==> src/rtl/acc_regs.vh <==
// Register offsets, fields, reset values and timing counts of the converter
`ifndef ACC_REGS_VH
`define ACC_REGS_VH
// Register indices on the plain register port
`define ACC_ADDR_CTRL 3'h0
`define ACC_ADDR_CFG 3'h1
`define ACC_ADDR_POS 3'h2
`define ACC_ADDR_NEG 3'h3
`define ACC_ADDR_RES_HI 3'h4
`define ACC_ADDR_RES_LO 3'h5
// Control register fields
`define ACC_CTRL_LJST 0
`define ACC_CTRL_TRIG_LO 1
`define ACC_CTRL_TRIG_HI 3
`define ACC_CTRL_DONE 4
`define ACC_CTRL_BUSY 5
`define ACC_CTRL_TRACK 6
`define ACC_CTRL_ON 7
// Config register fields
`define ACC_CFG_DIV_LO 3
`define ACC_CFG_DIV_HI 7
// Reset values
`define ACC_CTRL_RST 8'h00
`define ACC_CFG_RST 8'hf8
`define ACC_POS_RST 5'h00
`define ACC_NEG_RST 5'h00
// Trigger encodings
`define ACC_TRIG_SW 3'h0
`define ACC_TRIG_T0 3'h1
`define ACC_TRIG_T2 3'h2
`define ACC_TRIG_T1 3'h3
`define ACC_TRIG_STROBE 3'h4
`define ACC_TRIG_T3 3'h5
// Negative input code meaning ground
`define ACC_NEG_GND 5'h1f
// Conversion timing in conversion clocks
`define ACC_TRACK_CLKS 4'h3
`define ACC_CONV_CLKS 4'hb
// Fastest conversion rate in samples per second and the period in cycles
`define ACC_CLK_HZ 100000000
`define ACC_MAX_SPS 200000
`define ACC_MIN_PERIOD (`ACC_CLK_HZ / `ACC_MAX_SPS)
`endif

==> src/rtl/acc_clkdiv.v <==
// Conversion clock enable generator: divides the system clock by divisor+1
`timescale 1ns/100ps
module acc_clkdiv (
  // Clock and reset
  input wire clk,
  input wire nrst,
  // Control
  input wire run,
  input wire [4:0] divisor,
  // Output tick, one cycle per conversion clock
  output reg tick
);
  reg [4:0] count; // Cycles since last restart or wrap
  reg [4:0] next_count; // Count after this edge

  // Wrap after the divisor; run low restarts the count from zero
  always @* begin
    if (!run || count >= divisor)
      next_count = 5'h00;
    else
      next_count = count + 5'h01;
  end

  // Tick is raised one cycle early so that the consumer sees it on the
  // edge that closes each whole conversion clock after a restart
  always @(posedge clk) begin
    if (!nrst) begin
      count <= 5'h00;
      tick <= 1'b0;
    end else begin
      count <= next_count;
      tick <= (next_count == divisor);
    end
  end
endmodule

==> src/rtl/acc_ctrl.v <==
// Conversion control of a successive-approximation converter
//
// The strobed register port and the placing of the registers are this design's own decisions.
`timescale 1ns/100ps
`include "acc_regs.vh"
module acc_ctrl #(
  parameter MIN_PERIOD = `ACC_MIN_PERIOD
) (
  // Clock and reset
  input wire clk,
  input wire nrst,
  // Register port
  input wire [2:0] reg_addr,
  input wire [7:0] reg_wdata,
  input wire reg_wr,
  input wire reg_rd,
  output reg [7:0] reg_rdata,
  // Timer overflow pulses and timer width modes
  input wire t0_ovf,
  input wire t1_ovf,
  input wire t2_low_ovf,
  input wire t2_high_ovf,
  input wire t2_split8,
  input wire t3_low_ovf,
  input wire t3_high_ovf,
  input wire t3_split8,
  // External convert strobe pin
  input wire external_convert_strobe,
  // Analog core interface
  input wire [9:0] sar_code,
  output reg core_power,
  output reg core_track,
  output reg core_convert,
  output reg core_diff,
  output reg [4:0] core_pos_sel,
  output reg [4:0] core_neg_sel,
  // Interrupt request
  input wire done_irq_en,
  output reg done_irq
);
  // States of the conversion sequencer
  localparam ST_IDLE = 2'h0;
  localparam ST_TRACK = 2'h1;
  localparam ST_CONV = 2'h2;
  localparam ST_WAITSTB = 2'h3;

  reg converter_on; // Enable bit
  reg left_justify_sel; // Justification bit
  reg low_power_track_sel; // Low-power tracking bit
  reg [2:0] conversion_trigger_sel; // Start source
  reg conversion_active; // Busy bit
  reg conversion_done_flag; // Done flag
  reg [4:0] conv_clock_divisor; // Clock divisor field
  reg [2:0] cfg_spare; // Spare config bits, read back
  reg [4:0] positive_input_select; // Positive input code
  reg [4:0] negative_input_select; // Negative input code
  reg [7:0] result_high_byte; // Result high byte
  reg [7:0] result_low_byte; // Result low byte
  reg [1:0] state; // Sequencer state
  reg [3:0] clk_count; // Conversion clocks in the phase
  reg [15:0] rate_count; // Cycles since last start
  reg busy_q; // Busy delayed, for edge detect
  reg stb_s1; // Strobe synchroniser first stage
  reg stb_s2; // Strobe synchroniser second stage
  reg stb_q; // Strobe delayed, for edge detect
  wire conv_tick; // One pulse per conversion clock
  wire stb_rise; // Rising edge of the synchronised strobe
  wire diff_mode; // Differential mode selected
  wire sw_start; // Software write of one to busy
  reg trig; // Selected start event
  reg [15:0] next_word; // Formatted result
  wire rate_ok; // Minimum spacing since last start met
  wire strobe_lp; // Low-power tracking with the strobe as trigger
  wire start_evt; // A conversion starts at this edge

  // Conversion clock divider, restarted by each start so that tracking
  // and conversion phases last whole conversion clocks
  acc_clkdiv i_acc_clkdiv (
    .clk(clk),
    .nrst(nrst),
    .run(converter_on && !start_evt),
    .divisor(conv_clock_divisor),
    .tick(conv_tick)
  );

  // Two-stage synchroniser and edge detect for the strobe pin
  always @(posedge clk) begin
    if (!nrst) begin
      stb_s1 <= 1'b1;
      stb_s2 <= 1'b1;
      stb_q <= 1'b1;
    end else begin
      stb_s1 <= external_convert_strobe;
      stb_s2 <= stb_s1;
      stb_q <= stb_s2;
    end
  end
  assign stb_rise = stb_s2 & ~stb_q;

  assign diff_mode = (negative_input_select != `ACC_NEG_GND);
  assign sw_start = reg_wr && (reg_addr == `ACC_ADDR_CTRL) &&
    reg_wdata[`ACC_CTRL_BUSY];
  assign rate_ok = (rate_count >= MIN_PERIOD[15:0]);
  assign strobe_lp = low_power_track_sel &&
    (conversion_trigger_sel == `ACC_TRIG_STROBE);
  // Same start conditions as the sequencer below
  assign start_evt = converter_on && rate_ok &&
    ((state == ST_IDLE && !strobe_lp && trig) ||
    (state == ST_WAITSTB && strobe_lp && stb_rise));

  // Start source select; timers 2 and 3 pick byte overflow by width mode
  always @* begin
    case (conversion_trigger_sel)
      `ACC_TRIG_SW: trig = sw_start;
      `ACC_TRIG_T0: trig = t0_ovf;
      `ACC_TRIG_T1: trig = t1_ovf;
      `ACC_TRIG_T2: trig = t2_split8 ? t2_low_ovf : t2_high_ovf;
      `ACC_TRIG_T3: trig = t3_split8 ? t3_low_ovf : t3_high_ovf;
      `ACC_TRIG_STROBE: trig = stb_rise;
      default: trig = 1'b0;
    endcase
  end

  // Result formatting by mode and justification
  always @* begin
    if (!diff_mode) begin
      if (left_justify_sel)
        next_word = {sar_code, 6'h00};
      else
        next_word = {6'h00, sar_code};
    end else begin
      if (left_justify_sel)
        next_word = {sar_code, 6'h00};
      else
        next_word = {{6{sar_code[9]}}, sar_code};
    end
  end

  // Register writes, sequencer and flags
  always @(posedge clk) begin
    if (!nrst) begin
      converter_on <= 1'b0;
      left_justify_sel <= 1'b0;
      low_power_track_sel <= 1'b0;
      conversion_trigger_sel <= `ACC_TRIG_SW;
      conversion_active <= 1'b0;
      conversion_done_flag <= 1'b0;
      conv_clock_divisor <= 5'h1f;
      cfg_spare <= 3'h0;
      positive_input_select <= `ACC_POS_RST;
      negative_input_select <= `ACC_NEG_RST;
      result_high_byte <= 8'h00;
      result_low_byte <= 8'h00;
      state <= ST_IDLE;
      clk_count <= 4'h0;
      rate_count <= 16'hffff;
      busy_q <= 1'b0;
      done_irq <= 1'b0;
    end else begin
      busy_q <= conversion_active;
      if (rate_count != 16'hffff)
        rate_count <= rate_count + 16'h0001;
      // Software writes
      if (reg_wr) begin
        case (reg_addr)
          `ACC_ADDR_CTRL: begin
            converter_on <= reg_wdata[`ACC_CTRL_ON];
            low_power_track_sel <= reg_wdata[`ACC_CTRL_TRACK];
            conversion_trigger_sel <=
              reg_wdata[`ACC_CTRL_TRIG_HI:`ACC_CTRL_TRIG_LO];
            left_justify_sel <= reg_wdata[`ACC_CTRL_LJST];
            // Software may clear the done flag; a set below wins
            if (!reg_wdata[`ACC_CTRL_DONE])
              conversion_done_flag <= 1'b0;
          end
          `ACC_ADDR_CFG: begin
            conv_clock_divisor <=
              reg_wdata[`ACC_CFG_DIV_HI:`ACC_CFG_DIV_LO];
            cfg_spare <= reg_wdata[2:0];
          end
          `ACC_ADDR_POS: positive_input_select <= reg_wdata[4:0];
          `ACC_ADDR_NEG: negative_input_select <= reg_wdata[4:0];
          default: ;
        endcase
      end
      // Sequencer
      if (!converter_on) begin
        state <= ST_IDLE;
        conversion_active <= 1'b0;
        clk_count <= 4'h0;
      end else begin
        case (state)
          ST_IDLE: begin
            clk_count <= 4'h0;
            if (low_power_track_sel &&
                conversion_trigger_sel == `ACC_TRIG_STROBE) begin
              if (!stb_s2)
                state <= ST_WAITSTB;
            end else if (trig && rate_ok) begin
              conversion_active <= 1'b1;
              rate_count <= 16'h0000;
              state <= low_power_track_sel ? ST_TRACK : ST_CONV;
            end
          end
          ST_WAITSTB: begin
            // Tracks while strobe low, converts on its rising edge
            if (!low_power_track_sel ||
                conversion_trigger_sel != `ACC_TRIG_STROBE)
              state <= ST_IDLE;
            else if (stb_rise && rate_ok) begin
              conversion_active <= 1'b1;
              rate_count <= 16'h0000;
              clk_count <= 4'h0;
              state <= ST_CONV;
            end
          end
          ST_TRACK: begin
            if (conv_tick) begin
              if (clk_count == `ACC_TRACK_CLKS - 4'h1) begin
                clk_count <= 4'h0;
                state <= ST_CONV;
              end else
                clk_count <= clk_count + 4'h1;
            end
          end
          ST_CONV: begin
            if (conv_tick) begin
              if (clk_count == `ACC_CONV_CLKS - 4'h1) begin
                clk_count <= 4'h0;
                conversion_active <= 1'b0;
                state <= ST_IDLE;
                result_high_byte <= next_word[15:8];
                result_low_byte <= next_word[7:0];
              end else
                clk_count <= clk_count + 4'h1;
            end
          end
          default: state <= ST_IDLE;
        endcase
      end
      // Falling edge of busy sets the done flag; set beats clear
      if (busy_q && !conversion_active)
        conversion_done_flag <= 1'b1;
      done_irq <= busy_q && !conversion_active && done_irq_en;
    end
  end

  // Read data, one cycle after the read strobe
  always @(posedge clk) begin
    if (!nrst)
      reg_rdata <= 8'h00;
    else if (reg_rd) begin
      case (reg_addr)
        `ACC_ADDR_CTRL: reg_rdata <= {converter_on, low_power_track_sel,
          conversion_active, conversion_done_flag,
          conversion_trigger_sel, left_justify_sel};
        `ACC_ADDR_CFG: reg_rdata <= {conv_clock_divisor, cfg_spare};
        `ACC_ADDR_POS: reg_rdata <= {3'h0, positive_input_select};
        `ACC_ADDR_NEG: reg_rdata <= {3'h0, negative_input_select};
        `ACC_ADDR_RES_HI: reg_rdata <= result_high_byte;
        `ACC_ADDR_RES_LO: reg_rdata <= result_low_byte;
        default: reg_rdata <= 8'h00;
      endcase
    end else
      reg_rdata <= 8'h00;
  end

  // Analog core controls
  always @(posedge clk) begin
    if (!nrst) begin
      core_power <= 1'b0;
      core_track <= 1'b0;
      core_convert <= 1'b0;
      core_diff <= 1'b0;
      core_pos_sel <= 5'h00;
      core_neg_sel <= 5'h00;
    end else begin
      core_power <= converter_on;
      core_convert <= converter_on && state == ST_CONV;
      if (!converter_on)
        core_track <= 1'b0;
      else if (!low_power_track_sel)
        core_track <= (state != ST_CONV);
      else
        core_track <= (state == ST_TRACK) || (state == ST_WAITSTB);
      core_diff <= diff_mode;
      core_pos_sel <= positive_input_select;
      core_neg_sel <= negative_input_select;
    end
  end
endmodule

==> config.mk <==
export PLATFORM = sky130hd
export DESIGN_NAME = acc_ctrl
export DESIGN_NICKNAME = d
export VERILOG_FILES = /design/src/rtl/acc_clkdiv.v /design/src/rtl/acc_ctrl.v
export VERILOG_INCLUDE_DIRS = /design/src /design/src/rtl
export SDC_FILE = /design/constraint.sdc
export NUM_CORES = 1
export LEC_CHECK = 0
export ABC_AREA = 1
export BUFFER_PORTS_ARGS = -buffer_cell sky130_fd_sc_hd__buf_2
export CAP_MARGIN = 20
export CORE_AREA = 4 4 122 124
export DETAILED_ROUTE_END_ITERATION = 16
export DIE_AREA = 0 0 126 128
export GPL_TIMING_DRIVEN = 1
export SETUP_SLACK_MARGIN = 0.2
export SLEW_MARGIN = 0
export SYNTH_ARGS = -nofsm -noshare
export SYNTH_HDL_FRONTEND = slang
export SYNTH_SLANG_ARGS = --single-unit
==> constraint.sdc <==
create_clock -name clk -period 4.59 [get_ports clk]
set_input_delay 0.918 -clock clk [delete_from_list [all_inputs] [get_ports clk]]
set_output_delay 0.918 -clock clk [all_outputs]
set_load 0.01 [all_outputs]
==> impl_results.md, run 1 <==
- Sw Pwr: 0.0007148 W
- Critical path origin: reg_addr[1]
- Layout fillers: 1491
- Starting Density: 33.30%
- Vias in the first global route: 3829
- Post-synth top area share: 42.33%
- Total power: 0.002202 W
- Global Route Usage Sum: 14.41%
- Critical path class: in2reg
- Die Width: 126 microns
- Sw frac: 32.46%
- Gr busiest metal: met2
- Fin crit share: 51.24%
- Gpl congestion: 0.8396
- PostCTS Resize Cnt: 0
- # setup viols final: 0
- Initial antenna violation count: 0
- Cell taking the most area after synthesis: dfxtp_1
- Crit. End Element: flip-flop
- # Max-Cap Violations: 0
- Status: finished, final reports clean
- Yosys warns: 0
- RR Startpoint: state[0]
- Area of the mapped netlist: 4587 sq um
- Minimum clock period: 2.352 ns
- Synthesized area per cell: 7.351 sq um
- Num ports: 58
- Crit path max fanout: 13
- Number of CTS-inserted buffers: 9
- Req. time, crit path: 4.83 ns
- Worst stage delay on the critical path: 0.23 ns
- Seq/Total Area, Yosys: 42.33%
- P&R area growth vs syn: 15.98%
- Synth Instances: 624
- Nets: 727
- RSZ-0062 raised after global routing: no
- Clock sink count: 97
- Reg2Reg Capture Point: result_low_byte[4]
- Clk Latency, worst-skew pair: 0.35 ns
- Clock power frac: 31.1%
- Hold Crit Class: reg2reg
- Unique masters post-synth: 46
- Largest net degree at the start of global routing: 55
- Diode count: 0
- Share of cells above drive strength 1: 14.83%
- Pins Over Slew Limit: 0
- Final wirelength: 11250 microns
- Ranking of synthesized cells by area: dfxtp_1, nand2_1, inv_1
- Pre-CTS setup slack: 1.863 ns
- Startpoint Class: input port
- Slew HR: 46.01%
- Vias/cell: 4.704
- First-pass GRT wire length: 18950 microns
- H-tree level count: 3
- Worst reg2reg path depth: 8
- TritonRoute pass-1 iters: 4
- Mapped Nets: 673
- F_max: 425.2 MHz
- FF-to-FF setup slack: 2.65 ns
- Setup TNS: 0 ns
- Number of port buffers: 57
- Die footprint: 16130 sq um
- Power density cells: 413.9 nW/um^2
- Clock root buffer: clkbuf_16
- GRT Residual Overflow: 0
- Slew at the pin closest to its max-slew limit: 0.8069 ns
- Slack of the critical path: 2.238 ns
- WHS Path Cells: 1
- Combinational share of power: 24.1%
- M2 GR Usage: 22.03%
- Post-CTS Setup Inserts: 0
- CP max-delay cell: nand3_2
- #FFs+latches synth: 97
- Drt drc: 0
- Avg WL per Cell: 13.06 microns
- Initial DRC Count: 296
- Core ar.: 13770 sq um
- CTS tree: done
- Final Hold Viols: 0
- Routed via count: 4050
- Hpwl dp: 8288 microns
- Peak VDD IR: 0.2023 mV
- Cts hold-fix bufs: 0
- ANT nets after route: 0
- Grt met3 use: 2.375%
- Cell leakage power: 2.528 nW
- Flop pwr share: 44.8%
- Skew final: 0.008344 ns
- GR Layer Usage met1: 19.93%
- Die Y: 128 microns
- Row count: 43
- Worst-path clk slew: 0.06 ns
- Worst setup endpoint: rate_count[15]
- Crit path DAT: 2.59 ns
- Int Power: 0.001487 W
- Clk buf depth: 2
- Cell Chain, Critical Path: buf_2, nor2_2, nand3_2, nor2_1, nor2_1, nand2_1, nand2_1, o21ai_2, nand4_4, nor2_2, inv_2, o21ai_1, inv_1
==> metrics by stage <==
step / area (sq um) / utilization, % / instances / hold WS [ns]
floorplan: 4587 / - / 624 / 0.3925
global placement: 5032 / 36.54 / 846 / 0.4020
detailed placement: 5032 / 36.54 / 846 / 0.4007
CTS: 5293 / 38.43 / 860 / 0.4131
global route: 5320 / 38.63 / 861 / 0.4246
finish: 5320 / 38.63 / 861 / 0.4096
==> area by class of cell <==
cell class | count | area [sq um] | share of cell area [%]
inverters | 114 | 427.9 | 8.043
clock buffers | 10 | 229.0 | 4.304
flip-flops and latches | 97 | 1942 | 36.50
multi-input cells | 396 | 2137 | 40.17
repair buffers | 60 | 327.8 | 6.162
well taps | 180 | 225.2 | 4.233
clock inverters | 4 | 31.28 | 0.5880
==> critical path: cells and delay by family <==
family | cells | cell delay, ns
compound gates | 2 | 0.25
buf+inv | 3 | 0.23
simple gates | 8 | 1.19
==> worst min path at each step <==
stage,start,slack (ns),endpoint
2_1_floorplan,stb_s1,0.39,stb_s2
3_3_place_gp,stb_s1,0.40,stb_s2
6_report,stb_s1,0.41,stb_s2
3_5_place_dp,stb_s1,0.40,stb_s2
5_1_grt,stb_s1,0.42,stb_s2
4_1_cts,stb_s1,0.41,stb_s2
==> kinds of logic after synthesis <==
family / after synthesis / share of synthesized area, %
buf+inv: 131 / 11.08
mux: 1 / 0.2455
fa+ha+maj: 14 / 3.819
xor+xnor: 9 / 1.719
simple gates: 242 / 23.98
flops: 97 / 42.33
compound gates: 130 / 16.83
==> state kept, by name, summed over array words and instances, names as in the netlist, 5 cells and up <==
signal and flops:
i_acc_clkdiv.count 5, reg_rdata 8, core_neg_sel 5, core_pos_sel 5, negative_input_select 5, result_high_byte 8, positive_input_select 5, result_low_byte 8
conv_clock_divisor 5, rate_count 16
==> layer usage <==
metal  wire, microns  share of wire [%]  vias up
met5               0                  0        -
met4             225                2.0        0
met3             595                5.3       14
met2            4828                 43       94
met1            5599                 50     1804
li1                -                  -     2138
==> power groups by stage <==
stage / clock [W] / sequential, W / combinational, W
after floorplan: 0 / 0.000988 / 0.000421
after global placement: 0 / 0.00100 / 0.000523
after detailed placement: 0 / 0.00100 / 0.000525
after CTS: 0.000705 / 0.000986 / 0.000529
after global routing: 0.000745 / 0.000998 / 0.000619
final: 0.000686 / 0.000986 / 0.000530
==> synthesized netlist by cell type (all sizes together) <==
| master | instances |
|---|---|
| a221oi | 8 |
| nor2 | 52 |
| a21oi | 45 |
| a22oi | 1 |
| clkbuf | 10 |
| or2 | 5 |
| a211oi | 4 |
| o221ai | 5 |
| or3 | 1 |
| ha | 14 |
| dfxtp | 97 |
| o21a | 1 |
| nand2 | 128 |
| xor2 | 8 |
| inv | 112 |
| nand3 | 34 |
| a31oi | 10 |
| o31a | 1 |
| nand4 | 8 |
| nor3 | 8 |
| o21ai | 41 |
| xnor2 | 1 |
| buf | 7 |
| o22ai | 7 |
| clkinv | 2 |
| nor3b | 2 |
| o211ai | 7 |
| mux2 | 1 |
| nor4 | 4 |
==> cells in the final DEF, fill, tap and decap left out, drive strengths merged, types with 7 or more instances in the layout <==
cell | netlist | final
a21oi | 45 | 45
nor3 | 8 | 8
o22ai | 7 | 7
nand3 | 34 | 34
a221oi | 8 | 8
o21ai | 41 | 41
inv | 112 | 113
buf | 7 | 60
nand2 | 128 | 128
clkbuf | 10 | 10
nor2 | 52 | 52
o211ai | 7 | 7
ha | 14 | 14
xor2 | 8 | 8
a31oi | 10 | 10
dfxtp | 97 | 97
nand4 | 8 | 8
Note: power is estimated with default switching activity, not from simulation.
==> inputs of run 2 (changes only) <==
==> constraint.sdc (replaced) <==
create_clock -name clk -period 1.88 [get_ports clk]
set_input_delay 0.376 -clock clk [delete_from_list [all_inputs] [get_ports clk]]
set_output_delay 0.376 -clock clk [all_outputs]
set_load 0.01 [all_outputs]
==> impl_results.md, run 2 (synthesized netlist as in run 1, its figures left out) <==
- Die Y: 128 microns (unchanged)
- Largest register FFs: 16 (unchanged)
- Most flops, register: rate_count
- Critical path origin: i_acc_clkdiv.count[0]
- Vias in the first global route: 4043 (+5.6%)
- GRT Residual Overflow: 0 (unchanged)
- # setup viols final: 0 (unchanged)
- Nets: 771 (+6.1%)
- Setup TNS: 0 ns (unchanged)
- Clk buf depth: 2 (unchanged)
- H-tree level count: 3 (unchanged)
- Die Width: 126 microns (unchanged)
- RSZ-0062 raised after global routing: yes
- Vias/cell: 4.836 (+2.8%)
- Req. time, crit path: 2.13 ns (-2.70 ns)
- Cell leakage power: 2.808 nW (+11%)
- FF-to-FF setup slack: 0.04 ns (-2.61 ns)
- Pins Over Slew Limit: 0 (unchanged)
- Clk Latency, worst-skew pair: 0.35 ns (about the same)
- Reg2Reg Capture Point: i_acc_clkdiv.tick
- Avg WL per Cell: 13.92 microns (+6.6%)
- # Max-Cap Violations: 0 (unchanged)
- Power density cells: 1012 nW/um^2 (+140%)
- Startpoint Class: flip-flop
- Routed via count: 4386 (+8.3%)
- Share of cells above drive strength 1: 33.15% (+18 points)
- Final instance area: 6160 sq um (+16%)
- TritonRoute pass-1 iters: 5 (+1)
- Placed cell areas: 5195 sq um (+3.2%)
- Number of CTS-inserted buffers: 9 (unchanged)
- Largest net degree at the start of global routing: 47 (-15%)
- Slew at the pin closest to its max-slew limit: 0.4342 ns (-0.3726 ns)
- Number of port buffers: 57 (unchanged)
- Drt drc: 0 (unchanged)
- Worst-path clk slew: 0.07 ns (about the same)
- Global Route Usage Sum: 15.11% (+0.70 points)
- Slew HR: 70.83% (+25 points)
- Layout fillers: 1400 (-6.1%)
- Clock sink count: 97 (unchanged)
- Num ports: 58 (unchanged)
- Final wirelength: 12630 microns (+12%)
- First-pass GRT wire length: 20030 microns (+5.7%)
- Crit. End Element: flip-flop
- Die footprint: 16130 sq um (unchanged)
- Minimum clock period: 1.838 ns
- Hold Crit Class: in2reg
- P&R area growth vs syn: 34.29%
- CTS tree: done
- Peak VDD IR: 0.4741 mV (+130%)
- Clock root buffer: clkbuf_16
- Starting Density: 33.30% (unchanged)
- Crit path DAT: 2.09 ns (-0.50 ns)
- Row count: 43 (unchanged)
- Worst reg2reg path depth: 18 (+10)
- Diode count: 0 (unchanged)
- Initial antenna violation count: 0 (unchanged)
- ANT nets after route: 0 (unchanged)
- Most common cell after layout, fill and taps aside: nand2_1
- Cts hold-fix bufs: 0 (unchanged)
- Commonest cells after routing, fill and taps aside: nand2_1, inv_1, dfxtp_1, buf_2, nor2_1
- Final Hold Viols: 0 (unchanged)
- Crit path max fanout: 8 (-5)
- Initial DRC Count: 427 (+44%)
- Skew final: 0.006411 ns (-0.001933 ns)
- RR Startpoint: i_acc_clkdiv.count[0]
- Fin crit share: 97.76%
- Gpl congestion: 0.8638 (+2.9%)
- Core ar.: 13770 sq um (unchanged)
- Status: finished, final reports clean
- Critical path class: reg2reg
- Worst setup endpoint: i_acc_clkdiv.tick
- Hpwl dp: 8630 microns (+4.1%)
- F_max: 544.1 MHz
==> run 2: metrics by stage <==
stage | utilization, % | total power (W) | setup slack (ns) | hold slack (ns) | std cells
final | 44.72 | 0.006232 | 0.04213 | 0.2132 | 907
after global routing | 44.72 | 0.006610 | -0.07880 | 0.2064 | 907
after CTS | 41.15 | 0.005807 | 0.1238 | 0.2063 | 891
after detailed placement | 37.72 | 0.003834 | -0.01736 | 0.3993 | 866
after global placement | 37.72 | 0.003836 | -0.008406 | 0.3960 | 866
after floorplan | - | 0.003439 | 0.2084 | 0.3925 | 624
==> run 2: worst max-delay path, cell delays in order, from the launching register on <==
cell     delay [ns]
dfxtp_2        0.35
inv_4          0.05
ha_4           0.21
inv_2          0.05
nand2_2        0.03
nand2_1        0.04
nand2_1        0.04
nand2_1        0.06
nand2_1        0.06
nand2_1        0.08
nand2_1        0.06
nand2_2        0.11
inv_4          0.06
nor2_8         0.21
nand3_2        0.10
nand2_1        0.09
nor2_1         0.05
nand2_1        0.05
nor2_1         0.04
==> run 2: routing by layer <==
metal | vias up | track usage [%] | wire length (microns)
met5 | - | 0 | 0
met4 | 0 | 4.921 | 218
met3 | 24 | 3.250 | 706
met2 | 127 | 23.00 | 5681
met1 | 2003 | 21.34 | 6019
li1 | 2232 | - | -
==> run 2: cell type report <==
class                           count  area, sq um  area share (%)
Multi-Input combinational cell    396         2524           40.97
Tap cell                          180        225.2           3.656
Inverter                          114        437.9           7.109
Sequential cell                    97         1982           32.18
Clock buffer                        9        225.2           3.656
Clock inverter                      7        60.06          0.9750
Timing Repair Buffer              104        705.7           11.46
==> run 2: what timing repair did <==
action,CTS,global route
endpoints found under the setup margin,32,42
gates cloned,0,1
pin swaps,7,43
setup buffers,9,15
resized for setup,42,100
==> run 2: power by group <==
group	internal [W]	total, W	switching [W]
Combinational	0.000863	0.00197	0.00110
Sequential	0.00227	0.00247	0.000203
Clock	0.000921	0.00179	0.000873
Total	0.00405	0.00623	0.00218
==> run 2: worst min path at each step <==
stage	from	to	slack, ns	depth (start not counted)
after floorplan	stb_s1	stb_s2	0.39	1
after global placement	stb_s1	stb_s2	0.40	1
after detailed placement	stb_s1	stb_s2	0.40	1
after CTS	external_convert_strobe	stb_s1	0.21	2
after global routing	external_convert_strobe	stb_s1	0.21	2
final	external_convert_strobe	stb_s1	0.21	2
